### src/i2c_ctrl_pkg.sv
// shared constants, types and helpers for the i2c control slice
package i2c_ctrl_pkg;

  localparam int unsigned ADDR_W       = 12;
  localparam logic [11:0] ADDR_CONTROL = 12'h000;
  localparam logic [11:0] ADDR_STATUS  = 12'h060;
  localparam logic [2:0]  HSIZE_WORD   = 3'h2;
  localparam logic [1:0]  HRESP_OKAY   = 2'h0;
  localparam logic [15:0] CTRL_PAD     = 16'h0000;
  localparam logic [26:0] STAT_PAD     = 27'h000_0000;
  localparam logic [31:0] RD_ZERO      = 32'h0000_0000;

  localparam int unsigned CLK_FREQ_MHZ  = 40;
  localparam int unsigned NS_PER_US     = 1000;
  localparam int unsigned STOP_HOLD_NS  = 5000;
  localparam int unsigned STOP_HOLD_CYC =
    (STOP_HOLD_NS * CLK_FREQ_MHZ + NS_PER_US - 1) / NS_PER_US;
  localparam logic [7:0]  STOP_HOLD_LAST = 8'(STOP_HOLD_CYC - 1);
  localparam logic [7:0]  CNT8_ONE       = 8'h01;
  localparam logic [7:0]  CNT8_ZERO      = 8'h00;

  typedef enum logic [1:0] {
    FILT_NONE = 2'h0,
    FILT_1CK  = 2'h1,
    FILT_2CK  = 2'h2,
    FILT_4CK  = 2'h3
  } filt_sel_e;

  localparam logic [2:0] SPIKE_NONE = 3'h0;
  localparam logic [2:0] SPIKE_1CK  = 3'h1;
  localparam logic [2:0] SPIKE_2CK  = 3'h2;
  localparam logic [2:0] SPIKE_4CK  = 3'h4;
  localparam logic [2:0] CNT3_ONE   = 3'h1;

  typedef struct packed {
    logic       forceStop;
    filt_sel_e  filtSel;
    logic [1:0] rsvd;
    logic       dmaRx;
    logic       dmaTx;
    logic       rxFlush;
    logic [7:0] cfgLow;
  } ctrl_s;
  localparam ctrl_s CTRL_RST = 16'h0000;

  typedef struct packed {
    logic stopDone;
    logic stopBusy;
    logic flushBusy;
    logic sdaLevel;
    logic sclLevel;
  } status_s;

  typedef struct packed {
    logic sclOut;
    logic sclOe;
    logic sdaOut;
    logic sdaOe;
  } pin_drive_s;
  localparam pin_drive_s PIN_RELEASE = 4'h0;
  localparam pin_drive_s PIN_BOTH_LOW = 4'h5;
  localparam pin_drive_s PIN_SDA_LOW  = 4'h1;

  typedef enum logic [1:0] {
    FL_IDLE = 2'h0,
    FL_REQ  = 2'h1,
    FL_WAIT = 2'h3
  } flush_st_e;

  typedef enum logic [1:0] {
    ST_IDLE   = 2'h0,
    ST_LOW    = 2'h1,
    ST_SCLREL = 2'h3,
    ST_SDAREL = 2'h2
  } stop_st_e;

  function automatic logic [2:0] spike_limit(input filt_sel_e m);
    case (m)
      FILT_1CK: return SPIKE_1CK;
      FILT_2CK: return SPIKE_2CK;
      FILT_4CK: return SPIKE_4CK;
      default:  return SPIKE_NONE;
    endcase
  endfunction

  function automatic logic ahb_take(input logic sel, input logic [1:0] tr,
                                    input logic rdy);
    return sel & tr[1] & rdy;
  endfunction

endpackage

### src/i2c_ctrl_flush_dma_filter.sv
// i2c control register slice: rx flush, dma enables, filters, forced stop
//
// Functional notes
// flush resets rx path, configuration untouched
// flush crosses domains, bit self-clears when done
// software avoids rx fifo, polls flush bit
// tx dma enable, cleared on end of transfer
// rx dma enable, cleared on end of transfer
// software never sets both dma enables
// filter select: none, 1, 2, 4 clock spikes
// force stop bit generates stop condition
// writing zero never aborts a running flush
//
// The register addresses and the AHB-Lite register port were decided locally.
`timescale 1ns/1ps
`default_nettype none
module i2c_ctrl_flush_dma_filter
  import i2c_ctrl_pkg::*;
(
  input  wire logic        mclk,
  input  wire logic        rst_n,
  input  wire logic        hsel,
  input  wire logic [31:0] haddr,
  input  wire logic [1:0]  htrans,
  input  wire logic        hwrite,
  input  wire logic [2:0]  hsize,
  input  wire logic [31:0] hwdata,
  input  wire logic        hready,
  output var  logic [31:0] hrdata,
  output var  logic        hreadyout,
  output var  logic [1:0]  hresp,
  input  wire logic        sclPin,
  input  wire logic        sdaPin,
  output var  logic        sclOut,
  output var  logic        sclOe,
  output var  logic        sdaOut,
  output var  logic        sdaOe,
  output var  logic        sclFilt,
  output var  logic        sdaFilt,
  output var  logic        sclRise,
  output var  logic        sclFall,
  output var  logic        rxFlushReq,
  input  wire logic        rxFlushAck,
  output var  logic        dmaTxEnable,
  output var  logic        dmaRxEnable,
  input  wire logic        dmaTxEot,
  input  wire logic        dmaRxEot
);

  logic              take;
  logic              wrPend_q;
  logic [ADDR_W-1:0] wrAddr_q;
  logic              ctrlWr, statWr;
  ctrl_s             wd;
  status_s           wdStat;
  ctrl_s             ctrl_q, ctrl_d;
  status_s           stat;
  logic              stopDone_q;
  logic [31:0]       hrdata_q;
  logic              hreadyout_q;
  logic [1:0]        hresp_q;

  logic              sclS1_q, sclS2_q;
  logic              sdaS1_q, sdaS2_q;
  logic              ackS1_q, ackS2_q;
  logic              sclPrev_q, sclRise_q, sclFall_q;

  flush_st_e         flushSt_q, flushSt_d;
  logic              flushStart;
  logic              flushEnd;
  logic              rxFlushReq_q;

  logic              stopReq_q;
  logic              stopBusy, stopDone;
  pin_drive_s        drive;

  assign take   = ahb_take(hsel, htrans, hready);
  assign ctrlWr = wrPend_q && (wrAddr_q == ADDR_CONTROL);
  assign statWr = wrPend_q && (wrAddr_q == ADDR_STATUS);
  assign wd     = ctrl_s'(hwdata[15:0]);
  assign wdStat = status_s'(hwdata[4:0]);

  // ahb-lite slave: zero wait states, always okay
  always_ff @(posedge mclk or negedge rst_n) begin
    if (!rst_n) begin
      wrPend_q <= 1'b0;
      wrAddr_q <= ADDR_CONTROL;
    end else begin
      wrPend_q <= take && hwrite && (hsize == HSIZE_WORD);
      if (take) begin
        wrAddr_q <= haddr[ADDR_W-1:0];
      end
    end
  end

  always_ff @(posedge mclk or negedge rst_n) begin
    if (!rst_n) begin
      hreadyout_q <= 1'b1;
      hresp_q     <= HRESP_OKAY;
    end else begin
      hreadyout_q <= 1'b1;
      hresp_q     <= HRESP_OKAY;
    end
  end

  // control reads look at next values so a read right after a control write sees it; status reads current values
  always_ff @(posedge mclk or negedge rst_n) begin
    if (!rst_n) begin
      hrdata_q <= RD_ZERO;
    end else if (take && !hwrite) begin
      case (haddr[ADDR_W-1:0])
        ADDR_CONTROL: hrdata_q <= {CTRL_PAD, ctrl_d};
        ADDR_STATUS:  hrdata_q <= {STAT_PAD, stat};
        default:      hrdata_q <= RD_ZERO;
      endcase
    end
  end

  // pins come from the bus, two flops before anything reads them
  always_ff @(posedge mclk or negedge rst_n) begin
    if (!rst_n) begin
      sclS1_q <= 1'b1;
      sclS2_q <= 1'b1;
      sdaS1_q <= 1'b1;
      sdaS2_q <= 1'b1;
      ackS1_q <= 1'b0;
      ackS2_q <= 1'b0;
    end else begin
      sclS1_q <= sclPin;
      sclS2_q <= sclS1_q;
      sdaS1_q <= sdaPin;
      sdaS2_q <= sdaS1_q;
      ackS1_q <= rxFlushAck;
      ackS2_q <= ackS1_q;
    end
  end

  i2c_spike_filter u_scl_filter (
    .mclk  (mclk),
    .rst_n (rst_n),
    .mode  (ctrl_q.filtSel),
    .din   (sclS2_q),
    .dout  (sclFilt)
  );

  i2c_spike_filter u_sda_filter (
    .mclk  (mclk),
    .rst_n (rst_n),
    .mode  (ctrl_q.filtSel),
    .din   (sdaS2_q),
    .dout  (sdaFilt)
  );

  // link clock edges seen after filtering, one pulse per edge
  always_ff @(posedge mclk or negedge rst_n) begin
    if (!rst_n) begin
      sclPrev_q <= 1'b1;
      sclRise_q <= 1'b0;
      sclFall_q <= 1'b0;
    end else begin
      sclPrev_q <= sclFilt;
      sclRise_q <= sclFilt && !sclPrev_q;
      sclFall_q <= !sclFilt && sclPrev_q;
    end
  end

  // four-phase handshake with the serial side; the bit tracks the state
  assign flushStart = ctrlWr && wd.rxFlush && (flushSt_q == FL_IDLE);
  assign flushEnd   = (flushSt_q == FL_WAIT) && !ackS2_q;

  always_comb begin
    flushSt_d = flushSt_q;
    case (flushSt_q)
      FL_IDLE: if (flushStart) flushSt_d = FL_REQ;
      FL_REQ:  if (ackS2_q) flushSt_d = FL_WAIT;
      FL_WAIT: if (!ackS2_q) flushSt_d = FL_IDLE;
      default: flushSt_d = FL_IDLE;
    endcase
  end

  always_ff @(posedge mclk or negedge rst_n) begin
    if (!rst_n) begin
      flushSt_q    <= FL_IDLE;
      rxFlushReq_q <= 1'b0;
    end else begin
      flushSt_q    <= flushSt_d;
      rxFlushReq_q <= (flushSt_d == FL_REQ);
    end
  end

  // a software write wins over an end of transfer in the same cycle
  always_comb begin
    ctrl_d = ctrl_q;
    if (ctrlWr) begin
      ctrl_d.cfgLow    = wd.cfgLow;
      ctrl_d.dmaTx     = wd.dmaTx;
      ctrl_d.dmaRx     = wd.dmaRx;
      ctrl_d.filtSel   = wd.filtSel;
      ctrl_d.forceStop = wd.forceStop;
    end else begin
      if (dmaTxEot) ctrl_d.dmaTx = 1'b0;
      if (dmaRxEot) ctrl_d.dmaRx = 1'b0;
    end
    ctrl_d.rsvd    = CTRL_RST.rsvd;
    ctrl_d.rxFlush = (flushSt_d != FL_IDLE);
  end

  always_ff @(posedge mclk or negedge rst_n) begin
    if (!rst_n) begin
      ctrl_q <= CTRL_RST;
    end else begin
      ctrl_q <= ctrl_d;
    end
  end

  // only a 0 to 1 write of the force bit launches a new stop
  always_ff @(posedge mclk or negedge rst_n) begin
    if (!rst_n) begin
      stopReq_q <= 1'b0;
    end else begin
      stopReq_q <= ctrlWr && wd.forceStop && !ctrl_q.forceStop;
    end
  end

  i2c_stop_gen u_stop_gen (
    .mclk     (mclk),
    .rst_n    (rst_n),
    .start    (stopReq_q),
    .enable   (ctrl_q.forceStop),
    .sclLevel (sclFilt),
    .drive    (drive),
    .busy     (stopBusy),
    .done     (stopDone)
  );

  // stop completion is sticky; a new completion beats a clear
  always_ff @(posedge mclk or negedge rst_n) begin
    if (!rst_n) begin
      stopDone_q <= 1'b0;
    end else if (stopDone) begin
      stopDone_q <= 1'b1;
    end else if (statWr && wdStat.stopDone) begin
      stopDone_q <= 1'b0;
    end
  end

  always_comb begin
    stat.stopDone  = stopDone_q;
    stat.stopBusy  = stopBusy;
    stat.flushBusy = ctrl_q.rxFlush;
    stat.sdaLevel  = sdaFilt;
    stat.sclLevel  = sclFilt;
  end

  assign hrdata      = hrdata_q;
  assign hreadyout   = hreadyout_q;
  assign hresp       = hresp_q;
  assign sclOut      = drive.sclOut;
  assign sclOe       = drive.sclOe;
  assign sdaOut      = drive.sdaOut;
  assign sdaOe       = drive.sdaOe;
  assign sclRise     = sclRise_q;
  assign sclFall     = sclFall_q;
  assign rxFlushReq  = rxFlushReq_q;
  assign dmaTxEnable = ctrl_q.dmaTx;
  assign dmaRxEnable = ctrl_q.dmaRx;
endmodule
`default_nettype wire

### src/i2c_spike_filter.sv
// digital spike filter for one synchronised bus line
`timescale 1ns/1ps
`default_nettype none
module i2c_spike_filter
  import i2c_ctrl_pkg::*;
(
  input  wire logic      mclk,
  input  wire logic      rst_n,
  input  wire filt_sel_e mode,
  input  wire logic      din,
  output var  logic      dout
);

  logic       dout_q;
  logic [2:0] run_q;
  logic       diff;

  assign diff = din ^ dout_q;
  assign dout = dout_q;

  // the line only follows after limit+1 differing cycles in a row
  always_ff @(posedge mclk or negedge rst_n) begin
    if (!rst_n) begin
      dout_q <= 1'b1;
      run_q  <= SPIKE_NONE;
    end else if (mode == FILT_NONE) begin
      dout_q <= din;
      run_q  <= SPIKE_NONE;
    end else if (!diff) begin
      run_q <= SPIKE_NONE;
    end else if (run_q == spike_limit(mode)) begin
      dout_q <= din;
      run_q  <= SPIKE_NONE;
    end else begin
      run_q <= run_q + CNT3_ONE;
    end
  end
endmodule
`default_nettype wire

### src/i2c_stop_gen.sv
// forced stop condition sequencer driving the open-drain lines
`timescale 1ns/1ps
`default_nettype none
module i2c_stop_gen
  import i2c_ctrl_pkg::*;
(
  input  wire logic       mclk,
  input  wire logic       rst_n,
  input  wire logic       start,
  input  wire logic       enable,
  input  wire logic       sclLevel,
  output var  pin_drive_s drive,
  output var  logic       busy,
  output var  logic       done
);

  stop_st_e   st_q, st_d;
  logic [7:0] cnt_q;
  logic       cntEnd;
  pin_drive_s drive_q;
  logic       busy_q, done_q;

  assign cntEnd = (cnt_q == STOP_HOLD_LAST);
  assign drive  = drive_q;
  assign busy   = busy_q;
  assign done   = done_q;

  // clearing the enable drops the sequence and frees both lines
  always_comb begin
    st_d = st_q;
    case (st_q)
      ST_IDLE:   if (start) st_d = ST_LOW;
      ST_LOW:    if (cntEnd) st_d = ST_SCLREL;
      ST_SCLREL: if (cntEnd) st_d = ST_SDAREL;
      ST_SDAREL: if (cntEnd) st_d = ST_IDLE;
      default:   st_d = ST_IDLE;
    endcase
    if (!enable) st_d = ST_IDLE;
  end

  always_ff @(posedge mclk or negedge rst_n) begin
    if (!rst_n) begin
      st_q <= ST_IDLE;
    end else begin
      st_q <= st_d;
    end
  end

  // hold time restarts while a target stretches scl low
  always_ff @(posedge mclk or negedge rst_n) begin
    if (!rst_n) begin
      cnt_q <= CNT8_ZERO;
    end else if (st_d != st_q || (st_q == ST_SCLREL && !sclLevel)) begin
      cnt_q <= CNT8_ZERO;
    end else if (st_q != ST_IDLE) begin
      cnt_q <= cnt_q + CNT8_ONE;
    end
  end

  always_ff @(posedge mclk or negedge rst_n) begin
    if (!rst_n) begin
      drive_q <= PIN_RELEASE;
      busy_q  <= 1'b0;
      done_q  <= 1'b0;
    end else begin
      case (st_d)
        ST_LOW:    drive_q <= PIN_BOTH_LOW;
        ST_SCLREL: drive_q <= PIN_SDA_LOW;
        default:   drive_q <= PIN_RELEASE;
      endcase
      busy_q <= (st_d != ST_IDLE);
      done_q <= (st_q == ST_SDAREL) && (st_d == ST_IDLE) && enable;
    end
  end
endmodule
`default_nettype wire

### config.mk
export PLATFORM = sky130hd
export DESIGN_NAME = i2c_ctrl_flush_dma_filter
export DESIGN_NICKNAME = d
export VERILOG_FILES = /design/src/i2c_ctrl_pkg.sv /design/src/i2c_ctrl_flush_dma_filter.sv /design/src/i2c_spike_filter.sv /design/src/i2c_stop_gen.sv
export SDC_FILE = /design/constraint.sdc
export NUM_CORES = 1
export LEC_CHECK = 0
export ABC_AREA = 1
export BUFFER_PORTS_ARGS = -buffer_cell sky130_fd_sc_hd__buf_2
export CAP_MARGIN = 20
export CORE_MARGIN = 2
export CORE_UTILIZATION = 30
export CTS_CLUSTER_DIAMETER = 50
export CTS_CLUSTER_SIZE = 8
export DETAILED_ROUTE_END_ITERATION = 7
export HOLD_SLACK_MARGIN = 0.15
export PLACE_DENSITY = 0.5
export RECOVER_POWER = 100
export SYNTH_ARGS = -nofsm -noshare
export SYNTH_HDL_FRONTEND = slang
export SYNTH_SLANG_ARGS = --single-unit
### constraint.sdc
create_clock -name mclk -period 4.1 [get_ports mclk]
set_clock_uncertainty 0.2 [all_clocks]
set_input_delay 0 -clock mclk [delete_from_list [all_inputs] [get_ports mclk]]
set_output_delay 0 -clock mclk [all_outputs]
set_load 0.05 [all_outputs]
After elaboration in Yosys (flattened, before gate mapping)
Cells that the tools add are included.

Flip-flop bits (word level): 96. Input bits: 79.

Add/sub/neg operators: 3. Eq/ne operators: 18. Multiplexer cells: 38. Bitwise gates (word level): 4. Reduce and logical (&&, ||, !) cells: 37.

Operator list (count): 3-bit 2-to-1 mux (11); 16-bit one-hot mux with 2 select lines (1); 12-bit by 7-bit == test with 1-bit output, second input constant (2); 12-bit zero test (2); 8-bit 2-to-1 mux (3); 2-bit 2-to-1 mux (9); 2-bit nonzero test (9); 1-bit logical AND (15); 2-bit == test, second input constant (6); 2-bit by 1-bit == test with 1-bit output, second input constant (5); 1-bit 2-to-1 mux (10); 3-bit one-hot mux with 3 select lines (1); 8-bit by 1-bit adder with 8-bit output, second input constant (1); 8-bit == test, second input constant (1); 2-bit zero test (4); 2-bit one-hot mux with 4 select lines (1); 3-bit by 1-bit adder with 3-bit output, second input constant (2); 3-bit == test (2); 2-bit one-hot mux with 3 select lines (1); 3-bit one-hot mux with 2 select lines (1); 1-bit zero test (4); 2-bit AND reduction (2); 3-bit by 2-bit == test with 1-bit output, second input constant (1); 1-bit AND (2); 3 further kinds (4).

Longest topological paths before layout
Depth after elaboration: 8. Mapped depth: 10. Depth with buffers taken out: 10.

By module
Synthesis repeated with hierarchy kept, for this count alone.

Cells, all modules: 430. Area, all modules: 3728.6 um2.

Modules (own cells, without submodules): i2c_ctrl_flush_dma_filter (times used 1, cells an instance 289, area an instance 2532.4 um2, seq. area each 1382.6 um2); i2c_stop_gen (times used 1, cells an instance 87, area an instance 763.2 um2, seq. area each 325.3 um2); i2c_spike_filter (times used 2, cells an instance 27, area an instance 216.5 um2, seq. area each 101.3 um2).

Worst setup path before layout
No wires, ideal clock.

Path type: register to register. Start point: register u_stop_gen.drive[0] (netlist name). End point: register u_stop_gen.cnt_q[7]. Arrival: 1451 ps. Setup slack: 2328 ps. Stages on the path, launching flop included: 8. Period minus slack after synthesis: 1772 ps. Path through: dfrtp_1 nor2_2 inv_1 nand2_1 nor2_2 nand3_1 xor2_1 nor2_1.

RTL lines: to (signal assigned) (line i2c_stop_gen.sv:56) `cnt_q <= cnt_q + CNT8_ONE;`; to (decl) (line i2c_stop_gen.sv:18) `logic [7:0] cnt_q;`.

Final worst setup path
Start point: input port hready. End point: register hrdata_q[2] (netlist: hrdata[2]).

Cells in the longest elaborated chain, start to end: 2.

Ends and longest elaborated chain: from (decl) (line i2c_ctrl_flush_dma_filter.sv:28) `input wire logic hready,`; 1-bit AND (line i2c_ctrl_pkg.sv:88) `return sel & tr[1] & rdy;`; 1-bit logical AND (line i2c_ctrl_flush_dma_filter.sv:110) `end else if (take && !hwrite) begin`; to (signal assigned) (line i2c_ctrl_flush_dma_filter.sv:112) `ADDR_CONTROL: hrdata_q <= {CTRL_PAD, ctrl_d};`; to (signal assigned) (line i2c_ctrl_flush_dma_filter.sv:113) `ADDR_STATUS: hrdata_q <= {STAT_PAD, stat};`; to (decl) (line i2c_ctrl_flush_dma_filter.sv:59) `logic [31:0] hrdata_q;`.

Every way passes these cells. A chain may end at the register's enable or synchronous reset.

==> impl_results.md <==
* Peak fanout along the critical path at 25
* Total GRT Usage at 0.132
* # placed instances at 588
* Core area at approximately 0.012 mm^2
* Critical Path RT at roughly 4.2 ns
* Largest net degree at the start of global routing at 77
* Clk_lat worst skew at 0.33 ns
* Worst r2r path cells at 9
* Violated checks: DRC, capacitance limit, slew limit
* Comb pwr share at 0.189
* Worst Path Class, Setup: in -> reg
* Yosys reg bits at 76
* Sw Share at 0.296
* Largest stage delay, worst path at between 1 and 1.5 ns
* Power share of the sequential group at 0.456
* Status: finished, violations left
* Slew Limit Fails at 77
* Die height at 113 um
* Gpl congestion at 0.763
* Wire length per cell at 12.2 um
* Final setup violation count at 0
* Initial Util at 0.309
* Fillers at 1198
* TritonCTS Sinks at 76
* Final Critical Period at around 2.6 ns
* H-Tree Depth at 3
* Global-route wire length before repair at roughly 13000 um
* Setup TNS at 0 ns
* Root Driver: clkbuf_16
* Distinct cells, synth at 36
* Total CTS buffers at 9
* P_int at 0.00139 W
* Cells after Synth at 392
* Buffers & Inverters on Critical Path at 2
* Routed vias/inst at about 4.3
* Critical path launch point type: input port
* DR DRC count at 8
* Net Sw Power at 0.000586 W
* Fmax at 389 MHz
* Share of cells above drive strength 1 at 0.136
* Worst vdd ir at 160 uV
* RSZ-0062 raised after global routing: false
* Worst-path clk slew at approximately 0.06 ns
* Crit. path cell count at 7
* Hold-fix buffers, CTS at 54
* WHS Path Cells at 0
* Final period utilization at 0.626
* TritonRoute pass-1 iters at 6
* Vias in the first global route at ~2800
* Initial DRC Count at 122
* Synth Area per Inst at about 9 um^2
* CP Cell Sequence: buf_2 -> nand3_1 -> nor2_1 -> inv_1 -> nor2_1 -> nand2_1 -> nand3_1
* Setup Buffers After CTS at 0
* Worst slew margin at -0.279
* Hold Fails Final Rpt at 0
* Warnings from Yosys at 0
* Hold Path Class: reg -> reg
* R2r setup slk at ~1.6 ns
* Vias at 2819
* Resize count post-CTS at 0
* Sequential-to-total area share from yosys stat at 0.537
* Max cap viols at 1
* Hold WS at roughly 0.16 ns
* CP top delay family: simple AND/OR/NAND/NOR gates
* TritonCTS clock tree: done
* Die footprint at 0.0127 mm^2
* Clk buf depth at 2
* Busiest layer in global routing: met2
* Mapped Area at about 0.0036 mm^2
* Met2 usage at 0.218
* GR Util met3 at 0.0375
* Nets at 592
* Worst Setup End Kind: register
* Post-layout total power at 0.00198 W
* Worst path slowest cell: nor2_1
* LEAKAGE at 2.33 nW
* Clk pwr share at 0.355
* Met1 Use GR at 0.171
* CP Data Arrival Time at about 2.6 ns
* Tightest Pin Transition at 1.92 ns
* Initial antenna violation count at 0
* Row cnt at 39
* Non-filler cells in the finished layout at ~660
* Grt ovf at 0
* Inserted Diodes at 0
* I/O pin count at 125
* Area grow syn2layout at 29.8%
* Total detailed-routing wirelength at 7980 um
* Post-route ant nets at 0
* Cell Pwr Density at 429 mW/mm^2
* Die width at 113 um
* Port bufs at 62
* DP Wirelength at slightly above 5000 um
[final timing paths]
path                        startpoint           end
hold reg to reg                sclS1_q       sclS2_q
max in group asynchronous        rst_n  flushSt_q[1]
hold / removal                 sclS1_q       sclS2_q
min in group asynchronous        rst_n  wrAddr_q[10]
setup / recovery                hready     hrdata[2]
setup reg to reg           wrAddr_q[9]     hrdata[9]
[layout make-up]
class	instances	area, um^2	share of cell area
repair buffers	116	818	0.177
inverters	49	184	0.0399
clock inverters	3	15.0	0.00325
flip-flops and latches	76	1910	0.414
clock buffers	11	243	0.0526
multi-input cells	258	1260	0.274
well taps	143	179	0.0388
[cells by family (layout without fill, tap and decap cells)]
logic type / after synthesis / after routing / synth area share
compound gates: 35 / 35 / 0.0676
flops: 76 / 76 / 0.537
xor+xnor: 11 / 11 / 0.0271
simple gates: 185 / 185 / 0.240
buf+inv: 79 / 179 / 0.113
other cells: 2 / 23 / 0.00211
mux: 1 / 1 / 0.00317
fa+ha+maj: 3 / 3 / 0.0106
[worst register-to-register path, cell delays in order (launching register included)]
cell and delay (ns):
dfrtp_1 0.40, nor2_1 0.10, nand3_1 0.07, nor2_1 0.23, nand3_4 0.36, nand3b_2 0.19, o21ai_0 0.10, dlygate4sd3_1 0.58
nand2_1 0.06, nand2_1 0.06
[metal layers]
metal | up-vias | routed length (um)
met5 | - | 0
met4 | 0 | 103
met3 | 9 | 350
met2 | 54 | 3780
met1 | 1332 | 3740
li1 | 1424 | -
[synth_stat cells (all sizes together)]
cell / count / share of area
a21oi: 4 / 0.0056
a31o: 1 / 0.0025
buf: 27 / 0.058
clkbuf: 3 / 0.0032
conb: 2 / 0.0021
dfrtp: 69 / 0.49
dfstp: 7 / 0.052
ha: 3 / 0.011
inv: 49 / 0.052
mux2: 1 / 0.0032
nand2: 93 / 0.10
nand3: 25 / 0.040
nand3b: 4 / 0.011
nand4: 7 / 0.012
nor2: 40 / 0.046
nor3: 10 / 0.017
nor3b: 2 / 0.0042
nor4: 2 / 0.0035
nor4b: 1 / 0.0025
o2111ai: 2 / 0.0049
o211ai: 1 / 0.0021
o21ai: 26 / 0.050
o21bai: 1 / 0.0021
or2: 1 / 0.0018
xnor2: 5 / 0.012
xor2: 6 / 0.015
[through the flow]
stage,worst slack [ns],instance area (um^2),utilization
floorplan,2.33,3630,-
global placement,1.78,3910,0.340
detailed placement,1.82,3910,0.340
CTS,1.64,4710,0.409
global route,1.21,4610,0.401
finish,1.53,4610,0.401
[registers in the layout, indices dropped and copies added (netlist names), 2 cells and up]
signal              count
hrdata                 14
flushSt_q               2
u_stop_gen.cnt_q        8
u_scl_filter.run_q      3
wrAddr_q               12
ctrl_q                 12
u_sda_filter.run_q      3
u_stop_gen.drive        2
[power by group through the flow]
stage | Clock [W] | Sequential, W | Combinational [W]
2_1_floorplan | 0 | 0.000961 | 0.000203
3_3_place_gp | 0 | 0.000915 | 0.000324
3_5_place_dp | 0 | 0.000918 | 0.000328
4_1_cts | 0.000726 | 0.000905 | 0.000384
5_1_grt | 0.000757 | 0.000914 | 0.000415
6_report | 0.000703 | 0.000903 | 0.000374
[cell usage in the layout, fill, tap and decap left out, drive strengths merged]
| master | synthesis | layout |
|---|---|---|
| dlygate4sd3 | 0 | 54 |
| nor2 | 40 | 40 |
| nor4b | 1 | 1 |
| dfrtp | 69 | 69 |
| a31o | 1 | 1 |
| clkinv | 0 | 4 |
| nand3b | 4 | 4 |
| buf | 27 | 35 |
| dfstp | 7 | 7 |
| nor3 | 10 | 10 |
| nor3b | 2 | 2 |
| o21bai | 1 | 1 |
| nand2 | 93 | 93 |
| a21oi | 4 | 4 |
| xor2 | 6 | 6 |
| o21ai | 26 | 26 |
| ha | 3 | 3 |
| or2 | 1 | 1 |
| inv | 49 | 48 |
| o2111ai | 2 | 2 |
| nand3 | 25 | 25 |
| mux2 | 1 | 1 |
| nand4 | 7 | 7 |
| o211ai | 1 | 1 |
| xnor2 | 5 | 5 |
| clkbuf | 3 | 38 |
| conb | 2 | 23 |
| nor4 | 2 | 2 |
Power figures use the tool's default switching activity.
